`config.mk`:
```
export PLATFORM = sky130hd
export DESIGN_NAME = dcw_ctrl_word
export DESIGN_NICKNAME = d
export VERILOG_FILES = /design/src/rtl/dcw_pkg.sv /design/src/rtl/dcw_sport.sv /design/src/rtl/dcw_ctrl_word.sv
export SDC_FILE = /design/constraint.sdc
export NUM_CORES = 1
export LEC_CHECK = 0
export ABC_AREA = 1
export BUFFER_PORTS_ARGS = -buffer_cell sky130_fd_sc_hd__buf_2
export CORE_AREA = 2 2 133 122
export DETAILED_ROUTE_END_ITERATION = 6
export DIE_AREA = 0 0 135 124
export GPL_TIMING_DRIVEN = 0
export HOLD_SLACK_MARGIN = 0.08
export PLACE_DENSITY = 0.75
export SLEW_MARGIN = 10
export SYNTH_ARGS = -nofsm -noshare
export SYNTH_HDL_FRONTEND = slang
export SYNTH_HIERARCHICAL = 1
export SYNTH_SLANG_ARGS = --single-unit
```
`constraint.sdc`:
```
create_clock -name SYS_CLK_IN -period 3.4 [get_ports SYS_CLK_IN]
set_input_delay 0.51 -clock SYS_CLK_IN [delete_from_list [all_inputs] [get_ports SYS_CLK_IN]]
set_output_delay 0.51 -clock SYS_CLK_IN [all_outputs]
set_load 0.02 [all_outputs]
```
`src/rtl/dcw_pkg.sv`:
```
package dcw_pkg;

    // serial programming port framing
    localparam int DCW_INSTR_BITS = 8;
    localparam int DCW_DATA_BITS = 32;
    localparam int DCW_ADDR_BITS = 5;
    localparam int DCW_RD_FLAG_POS = 7;
    localparam logic [4:0] DCW_CTRL_ONE_ADDR = 5'h00;
    localparam logic [31:0] DCW_CTRL_ONE_RESET = 32'h0000_0000;
    localparam logic [2:0] DCW_PROFILE_RESET = 3'h0;

    // sync clock runs at the core clock divided by twice this count
    localparam int DCW_SYNC_HALF_DEFAULT = 2;

    // layout of control_function_one, msb first
    typedef struct packed {
        logic [2:0] open_hi;
        logic mod_en;
        logic use_int_profile;
        logic pipe_unmatched;
        logic [1:0] open_mid;
        logic lsb_first;
        logic [2:0] int_profile;
        logic sync_clk_dis;
        logic [1:0] open_lo;
        logic direct_switch_en;
        logic clr_aux_acc;
        logic clr_phase_acc;
        logic [13:0] lower;
    } dcw_ctrl_one_t;

    // one completed serial write
    typedef struct packed {
        logic stb;
        logic [DCW_ADDR_BITS-1:0] addr;
        logic [DCW_DATA_BITS-1:0] data;
    } dcw_wr_t;

endpackage : dcw_pkg

```
`src/rtl/dcw_sport.sv`:
```
module dcw_sport
    import dcw_pkg::*;
(
    input wire logic clk_in,
    input wire logic rst_in,
    input wire logic sclk_in,
    input wire logic cs_n_in,
    input wire logic sdio_in,
    input wire logic lsb_first_in,
    input wire logic [DCW_DATA_BITS-1:0] rd_data_in,
    output dcw_wr_t wr_out,
    output logic sdo_out,
    output logic sdo_oe_out
);
    localparam logic [5:0] LAST_BIT = 6'(DCW_INSTR_BITS + DCW_DATA_BITS - 1);
    localparam logic [5:0] LAST_INSTR = 6'(DCW_INSTR_BITS - 1);

    logic sclk_d_r;
    logic [5:0] cnt_r;
    logic [7:0] instr_r;
    logic [DCW_DATA_BITS-1:0] shift_r;
    logic [DCW_DATA_BITS-1:0] rd_word_r;
    logic load_rd_r;
    logic sdo_r;
    logic oe_r;
    dcw_wr_t wr_r;

    wire sclk_rise = sclk_in & ~sclk_d_r & ~cs_n_in;
    wire sclk_fall = ~sclk_in & sclk_d_r & ~cs_n_in;
    wire in_data = cnt_r > LAST_INSTR;
    wire is_read = instr_r[DCW_RD_FLAG_POS];
    wire [7:0] instr_nxt = lsb_first_in ? {sdio_in, instr_r[7:1]} : {instr_r[6:0], sdio_in};
    wire [DCW_DATA_BITS-1:0] shift_nxt = lsb_first_in ? {sdio_in, shift_r[DCW_DATA_BITS-1:1]}
                                                       : {shift_r[DCW_DATA_BITS-2:0], sdio_in};
    wire [4:0] bit_idx = 5'(cnt_r - 6'(DCW_INSTR_BITS));
    wire sdo_nxt = lsb_first_in ? rd_word_r[bit_idx] : rd_word_r[5'd31 - bit_idx];

    always_ff @(posedge clk_in or posedge rst_in) begin
        if (rst_in) begin
            sclk_d_r <= 1'b0;
            cnt_r <= 6'h00;
            instr_r <= 8'h00;
            shift_r <= '0;
            rd_word_r <= '0;
            load_rd_r <= 1'b0;
            sdo_r <= 1'b0;
            oe_r <= 1'b0;
            wr_r <= '0;
        end else begin
            sclk_d_r <= sclk_in;
            wr_r.stb <= 1'b0;
            load_rd_r <= 1'b0;
            if (load_rd_r) begin
                rd_word_r <= rd_data_in;
            end
            if (cs_n_in) begin
                // deselect aborts a partial frame
                cnt_r <= 6'h00;
                oe_r <= 1'b0;
            end else if (sclk_rise) begin
                if (!in_data) begin
                    instr_r <= instr_nxt;
                end else begin
                    shift_r <= shift_nxt;
                end
                load_rd_r <= cnt_r == LAST_INSTR;
                cnt_r <= (cnt_r == LAST_BIT) ? 6'h00 : cnt_r + 6'h01;
                if (cnt_r == LAST_BIT) begin
                    wr_r.stb <= ~is_read;
                    wr_r.addr <= instr_r[DCW_ADDR_BITS-1:0];
                    wr_r.data <= shift_nxt;
                    oe_r <= 1'b0;
                end
            end else if (sclk_fall && in_data && is_read) begin
                sdo_r <= sdo_nxt;
                oe_r <= 1'b1;
            end
        end
    end

    assign wr_out = wr_r;
    assign sdo_out = sdo_r;
    assign sdo_oe_out = oe_r;

endmodule : dcw_sport

```
`src/rtl/dcw_ctrl_word.sv`:
```
module dcw_ctrl_word
    import dcw_pkg::*;
#(
    parameter int SYNC_HALF = DCW_SYNC_HALF_DEFAULT
) (
    input wire logic SYS_CLK_IN,
    input wire logic RST_IN,
    input wire logic SCLK_IN,
    input wire logic CS_N_IN,
    input wire logic SDIO_IN,
    input wire logic IO_UPDATE_IN,
    input wire logic [2:0] PROFILE_PINS_IN,
    input wire logic LINEAR_SWEEP_EN_IN,
    output logic SDIO_OUT,
    output logic SDIO_OE_OUT,
    output logic SYNC_CLK_OUT,
    output logic SYNC_CLK_OE_OUT,
    output logic AUX_SWEEP_OUT,
    output logic AUX_MODULUS_OUT,
    output logic [2:0] PROFILE_SEL_OUT,
    output logic PIPE_MATCH_OUT,
    output logic DIRECT_SWITCH_OUT,
    output logic AUX_ACC_CLR_OUT,
    output logic PHASE_ACC_CLR_OUT
);
    dcw_ctrl_one_t staged_r;
    dcw_ctrl_one_t active_r;
    dcw_wr_t wr;
    logic [DCW_DATA_BITS-1:0] rd_data;
    logic io_upd_d_r;
    logic [7:0] sync_cnt_r;
    logic sync_lvl_r;
    logic aux_pend_r;
    logic aux_pend_nxt;
    logic sdo;
    logic sdo_oe;
    logic sdo_r;
    logic sdo_oe_r;
    logic sync_out_r;
    logic sync_oe_r;
    logic aux_sweep_r;
    logic aux_mod_r;
    logic [2:0] prof_r;
    logic pipe_match_r;
    logic dsw_r;
    logic aux_clr_r;
    logic phase_clr_r;

    localparam logic [7:0] SYNC_LAST = 8'(SYNC_HALF - 1);

    dcw_sport u_sport (
        .clk_in(SYS_CLK_IN),
        .rst_in(RST_IN),
        .sclk_in(SCLK_IN),
        .cs_n_in(CS_N_IN),
        .sdio_in(SDIO_IN),
        .lsb_first_in(active_r.lsb_first),
        .rd_data_in(rd_data),
        .wr_out(wr),
        .sdo_out(sdo),
        .sdo_oe_out(sdo_oe)
    );

    // readback shows the staged copy; other addresses are outside this block
    wire addr_hit = wr.addr == DCW_CTRL_ONE_ADDR;
    assign rd_data = staged_r;
    wire io_upd = IO_UPDATE_IN & ~io_upd_d_r;
    wire sync_rise = (sync_cnt_r == SYNC_LAST) & ~sync_lvl_r;
    wire [2:0] prof_nxt = active_r.use_int_profile ? active_r.int_profile
                                                   : PROFILE_PINS_IN;
    wire prof_chg = prof_nxt != prof_r;

    // a trigger landing on the sync edge waits for the following one
    assign aux_pend_nxt = io_upd | prof_chg | (aux_pend_r & ~sync_rise);

    always_ff @(posedge SYS_CLK_IN or posedge RST_IN) begin
        if (RST_IN) begin
            staged_r <= DCW_CTRL_ONE_RESET;
            active_r <= DCW_CTRL_ONE_RESET;
            io_upd_d_r <= 1'b0;
        end else begin
            io_upd_d_r <= IO_UPDATE_IN;
            if (wr.stb && addr_hit) begin
                staged_r <= wr.data;
            end
            if (io_upd) begin
                active_r <= staged_r;
            end
        end
    end

    always_ff @(posedge SYS_CLK_IN or posedge RST_IN) begin
        if (RST_IN) begin
            sync_cnt_r <= 8'h00;
            sync_lvl_r <= 1'b0;
            aux_pend_r <= 1'b0;
        end else begin
            sync_cnt_r <= (sync_cnt_r == SYNC_LAST) ? 8'h00 : sync_cnt_r + 8'h01;
            if (sync_cnt_r == SYNC_LAST) begin
                sync_lvl_r <= ~sync_lvl_r;
            end
            aux_pend_r <= aux_pend_nxt;
        end
    end

    always_ff @(posedge SYS_CLK_IN or posedge RST_IN) begin
        if (RST_IN) begin
            sdo_r <= 1'b0;
            sdo_oe_r <= 1'b0;
            sync_out_r <= 1'b0;
            sync_oe_r <= 1'b1;
            aux_sweep_r <= 1'b0;
            aux_mod_r <= 1'b0;
            prof_r <= DCW_PROFILE_RESET;
            pipe_match_r <= 1'b1;
            dsw_r <= 1'b0;
            aux_clr_r <= 1'b0;
            phase_clr_r <= 1'b0;
        end else begin
            sdo_r <= sdo;
            sdo_oe_r <= sdo_oe;
            sync_out_r <= sync_lvl_r & ~active_r.sync_clk_dis;
            sync_oe_r <= ~active_r.sync_clk_dis;
            aux_sweep_r <= LINEAR_SWEEP_EN_IN & ~active_r.mod_en;
            aux_mod_r <= LINEAR_SWEEP_EN_IN & active_r.mod_en;
            prof_r <= prof_nxt;
            pipe_match_r <= ~active_r.pipe_unmatched;
            dsw_r <= active_r.direct_switch_en;
            if (aux_pend_r && sync_rise) begin
                aux_clr_r <= active_r.clr_aux_acc;
            end
            phase_clr_r <= active_r.clr_phase_acc;
        end
    end

    assign SDIO_OUT = sdo_r;
    assign SDIO_OE_OUT = sdo_oe_r;
    assign SYNC_CLK_OUT = sync_out_r;
    assign SYNC_CLK_OE_OUT = sync_oe_r;
    assign AUX_SWEEP_OUT = aux_sweep_r;
    assign AUX_MODULUS_OUT = aux_mod_r;
    assign PROFILE_SEL_OUT = prof_r;
    assign PIPE_MATCH_OUT = pipe_match_r;
    assign DIRECT_SWITCH_OUT = dsw_r;
    assign AUX_ACC_CLR_OUT = aux_clr_r;
    assign PHASE_ACC_CLR_OUT = phase_clr_r;

    a_write_staged: assert property (@(posedge SYS_CLK_IN) disable iff (RST_IN)
        wr.stb && addr_hit |=> staged_r == $past(wr.data))
        else $error("write to address zero not staged");

    a_stage_holds: assert property (@(posedge SYS_CLK_IN) disable iff (RST_IN)
        !io_upd |=> $stable(active_r))
        else $error("active copy changed without update");

    a_update_moves: assert property (@(posedge SYS_CLK_IN) disable iff (RST_IN)
        io_upd |=> active_r == $past(staged_r))
        else $error("update did not transfer staged word");

    a_mod_ignored: assert property (@(posedge SYS_CLK_IN) disable iff (RST_IN)
        !LINEAR_SWEEP_EN_IN |=> !AUX_MODULUS_OUT && !AUX_SWEEP_OUT)
        else $error("aux mode active with sweep off");

    a_aux_mode_sel: assert property (@(posedge SYS_CLK_IN) disable iff (RST_IN)
        LINEAR_SWEEP_EN_IN |=> AUX_MODULUS_OUT == $past(active_r.mod_en)
                               && AUX_SWEEP_OUT != AUX_MODULUS_OUT)
        else $error("aux accumulator use wrong");

    a_profile_source: assert property (@(posedge SYS_CLK_IN) disable iff (RST_IN)
        1'b1 |=> PROFILE_SEL_OUT == ($past(active_r.use_int_profile)
                 ? $past(active_r.int_profile) : $past(PROFILE_PINS_IN)))
        else $error("profile source wrong");

    a_pipe_match: assert property (@(posedge SYS_CLK_IN) disable iff (RST_IN)
        1'b1 |=> PIPE_MATCH_OUT != $past(active_r.pipe_unmatched))
        else $error("pipeline match wrong");

    a_sync_off: assert property (@(posedge SYS_CLK_IN) disable iff (RST_IN)
        active_r.sync_clk_dis [*2] |-> !SYNC_CLK_OUT && !SYNC_CLK_OE_OUT)
        else $error("sync clock driven while disabled");

    a_direct_switch: assert property (@(posedge SYS_CLK_IN) disable iff (RST_IN)
        1'b1 |=> DIRECT_SWITCH_OUT == $past(active_r.direct_switch_en))
        else $error("direct switch mode wrong");

    a_aux_clr_sync: assert property (@(posedge SYS_CLK_IN) disable iff (RST_IN)
        !(aux_pend_r && sync_rise) |=> $stable(AUX_ACC_CLR_OUT))
        else $error("aux clear changed off sync edge");

    a_aux_clr_apply: assert property (@(posedge SYS_CLK_IN) disable iff (RST_IN)
        aux_pend_r && sync_rise |=> AUX_ACC_CLR_OUT == $past(active_r.clr_aux_acc))
        else $error("aux clear not applied");

    a_phase_clr: assert property (@(posedge SYS_CLK_IN) disable iff (RST_IN)
        1'b1 |=> PHASE_ACC_CLR_OUT == $past(active_r.clr_phase_acc))
        else $error("phase clear wrong");

    a_other_addr: assert property (@(posedge SYS_CLK_IN) disable iff (RST_IN)
        wr.stb && !addr_hit |=> $stable(staged_r))
        else $error("write to other address staged");

    a_sync_runs: assert property (@(posedge SYS_CLK_IN) disable iff (RST_IN)
        !active_r.sync_clk_dis |=> SYNC_CLK_OUT == $past(sync_lvl_r) && SYNC_CLK_OE_OUT)
        else $error("sync clock not driven while enabled");

    a_aux_arm: assert property (@(posedge SYS_CLK_IN) disable iff (RST_IN)
        io_upd || prof_chg |=> aux_pend_r)
        else $error("aux clear trigger not armed");

    a_aux_clr_steady: assert property (@(posedge SYS_CLK_IN) disable iff (RST_IN)
        !aux_pend_r |=> $stable(AUX_ACC_CLR_OUT))
        else $error("aux clear moved without trigger");

endmodule : dcw_ctrl_word

```
==> impl_metrics.json <==
{
  "cts-root-buf": "clkbuf_16",
  "crit_path_start_kind": "flip-flop",
  "ioPinCount": 23,
  "met1Wirelength_um": 8280,
  "max-cap-violations": 0,
  "synthesis.area_sq_um": 8440,
  "status": "finished clean",
  "htreeDepth": 4,
  "ys_seq_area_share_pct": 55.5,
  "critPathTopFamily": "simple AND/OR/NAND/NOR gates",
  "fin_setup_tns_ps": 0,
  "dr_total_vias": 6306,
  "dpl.cell_count": 1179,
  "grt_overflow": 0,
  "async_reset_ff_share_pct": 100,
  "ys_types": 36,
  "place_ws_ps": 1480,
  "synth-edff-count": 0,
  "nFillCells": 1263,
  "timing_worst_setup_path_type": "flip-flop to flip-flop",
  "wl_per_cell_um": 14.4,
  "hold_buffers": 0,
  "drt_iter0_drc": 442,
  "via_per_inst": 5.21,
  "ir_worst_vdd_mv": 0.383,
  "min_period_over_period_pct": 49.7,
  "relSlewSlack_pct": 53.8,
  "antenna_found_initial": 0,
  "core_sq_um": 15300,
  "syn_nets": 965,
  "yosys_warnings": 6,
  "drv_slew": 0,
  "path_cells": "inv_2 > nand2_1 > nor2_1 > inv_2 > nor2_4 > buf_2 > o21ai_0",
  "synthCells": 951,
  "clk_path_buf_depth": 2,
  "first_pass_iters": 5,
  "cpMostUsedCell": "inv_2",
  "crit_path_max_incr_delay_ps": 370,
  "grt_pass1_vias": 6171,
  "dpl.hpwl_um": 12600,
  "cts_resized": 0,
  "fp.dieW_um": 135,
  "seq_area_sq_um": 4680,
  "layout.cells.non_filler": 1211,
  "cp-end-kind": "flip-flop",
  "rsz0062_at_grt": "no",
  "mostFrequentLayoutCells": "nand2_1, dfrtp_1, inv_1",
  "ant_nets": 0,
  "crit_cells": 7,
  "start_util_pct": 55.2,
  "grt_max_degree": 40,
  "grt.total_usage_pct": 22.8,
  "wl_met3_um": 748,
  "period_minus_slack_ps": 1690,
  "area_growth_pct": 12.5,
  "clock_latency_ps": 430,
  "finalSetupViolations": 0,
  "critPathBufInv": 3,
  "synth_area_per_cell_sq_um": 8.88,
  "cts.clk_slew.worst_paths_ps": 70,
  "finalHoldViolCount": 0,
  "drt-total-wl_um": 17500,
  "grt_pass1_wl_um": 29700,
  "synth_area_leaders": "dfrtp_1, nand2_1, inv_1",
  "rr_worst_depth": 7,
  "drcViolationCount": 0,
  "power.density_nw_per_um2": 473,
  "ys_seq_elements": 187,
  "worstPathMaxFanout": 10,
  "antennaDiodeCount": 0,
  "synth_largest_area_cell": "dfrtp_1",
  "gp_congestion": 0.913,
  "min_path_type": "primary input to async pin",
  "wl_met2_um": 8190,
  "worstPathArrival_ps": 1990,
  "cts_buffers": 17,
  "crit_slowest_cell": "dfrtp_1",
  "total_power_mw": 4.50,
  "postCtsSetupRepairBufs": 0,
  "dieArea_sq_um": 16700,
  "setup_slack_ps": 1710,
  "multi_input_area_sq_um": 3040,
  "synth_top_area_share_pct": 54.8,
  "dieHeight_um": 124,
  "crit_required_ps": 3700,
  "final_common_cell": "nand2_1",
  "numClockSinks": 187,
  "portBuffers": 22,
  "highest_layer": "met4",
  "p_leak_nw": 4.67,
  "synthFlopType": "dfrtp_1",
  "final_nets": 1010,
  "rows": 43,
  "drive_gt1_share_pct": 15.9,
  "max_clock_freq_mhz": 591,
  "tritoncts": "built",
  "finClkSkew_ps": 7.82,
  "tightestPinTransition_ps": 691
}
stage by stage:
| step | area [sq um] | hold slack (ps) | util (%) |
|---|---|---|---|
| final | 9500 | 91.9 | 62.2 |
| after global routing | 9500 | 120 | 62.2 |
| after CTS | 9500 | 101 | 62.2 |
| after detailed placement | 8900 | 365 | 58.2 |
| after global placement | 8810 | 356 | 57.6 |
| after floorplan | 8440 | 348 | - |
registers in the layout, summed over array words and instances, names as in the netlist, 3 cells and up:
register / count
u_sport/cnt_r: 6
u_sport/instr_r: 8
u_sport/rd_word_r: 32
rd_data: 32
u_sport/wr_out: 38
active_r: 11
sync_cnt_r: 8
PROFILE_SEL_OUT: 3
u_sport/shift_r: 32
synth_stat cells, types with 3 or more instances:
cell type and n:
nand2_1 313, dfrtp_1 185, inv_1 103, nand3_1 69, o21ai_0 66, o21ai_1 42
mux2_2 31, nor2_1 27, buf_2 18, buf_4 15, mux2_1 7, o21ai_2 7
buf_6 6, clkbuf_1 6, inv_2 6, o211ai_1 6, xor2_1 6, a21oi_1 5
ha_1 4, nand2_2 4, nand4_1 4, nor2_4 3
final timing paths:
kind / slack [ps] / end / startpoint
max: 1710 / u_sport/shift_r[3] / u_sport/sclk_d_r
min: 90 / active_r[28] / RST_IN
max reg2reg: 1710 / u_sport/shift_r[3] / u_sport/sclk_d_r
min reg2reg: 380 / SDIO_OUT / u_sport/sdo_out
max in group asynchronous: 2580 / u_sport/instr_r[5] / RST_IN
min in group SYS_CLK_IN: 210 / io_upd_d_r / IO_UPDATE_IN
cell families after synthesis:
group | synth area share [%]
and+or+nand+nor | 21.4
xor gates and xnor gates | 0.726
muxes | 5.07
AOI/OAI and AO/OA | 8.24
buffers and inverters | 8.51
DFF | 55.5
adders and majority gates | 0.593
metal layers:
layer	vias up	GRT usage, %
li1	3102	-
met1	3028	30.8
met2	151	36.9
met3	25	4.88
met4	0	7.68
met5	-	0
final cells by class:
| class | instances | share of cell area, % |
|---|---|---|
| Sequential cell | 187 | 49.3 |
| Buffer | 45 | 3.08 |
| Timing Repair Buffer | 26 | 2.08 |
| Tap cell | 202 | 2.66 |
| Inverter | 112 | 4.55 |
| Clock buffer | 23 | 5.14 |
| Clock inverter | 9 | 1.17 |
| Multi-Input combinational cell | 607 | 32.0 |
power by group:
group,switching [mW],internal (mW)
Sequential,0.0238,2.27
Combinational,0.159,0.0681
Clock,0.811,1.16
Total,0.994,3.50
(Power assumes the default switching activity.)
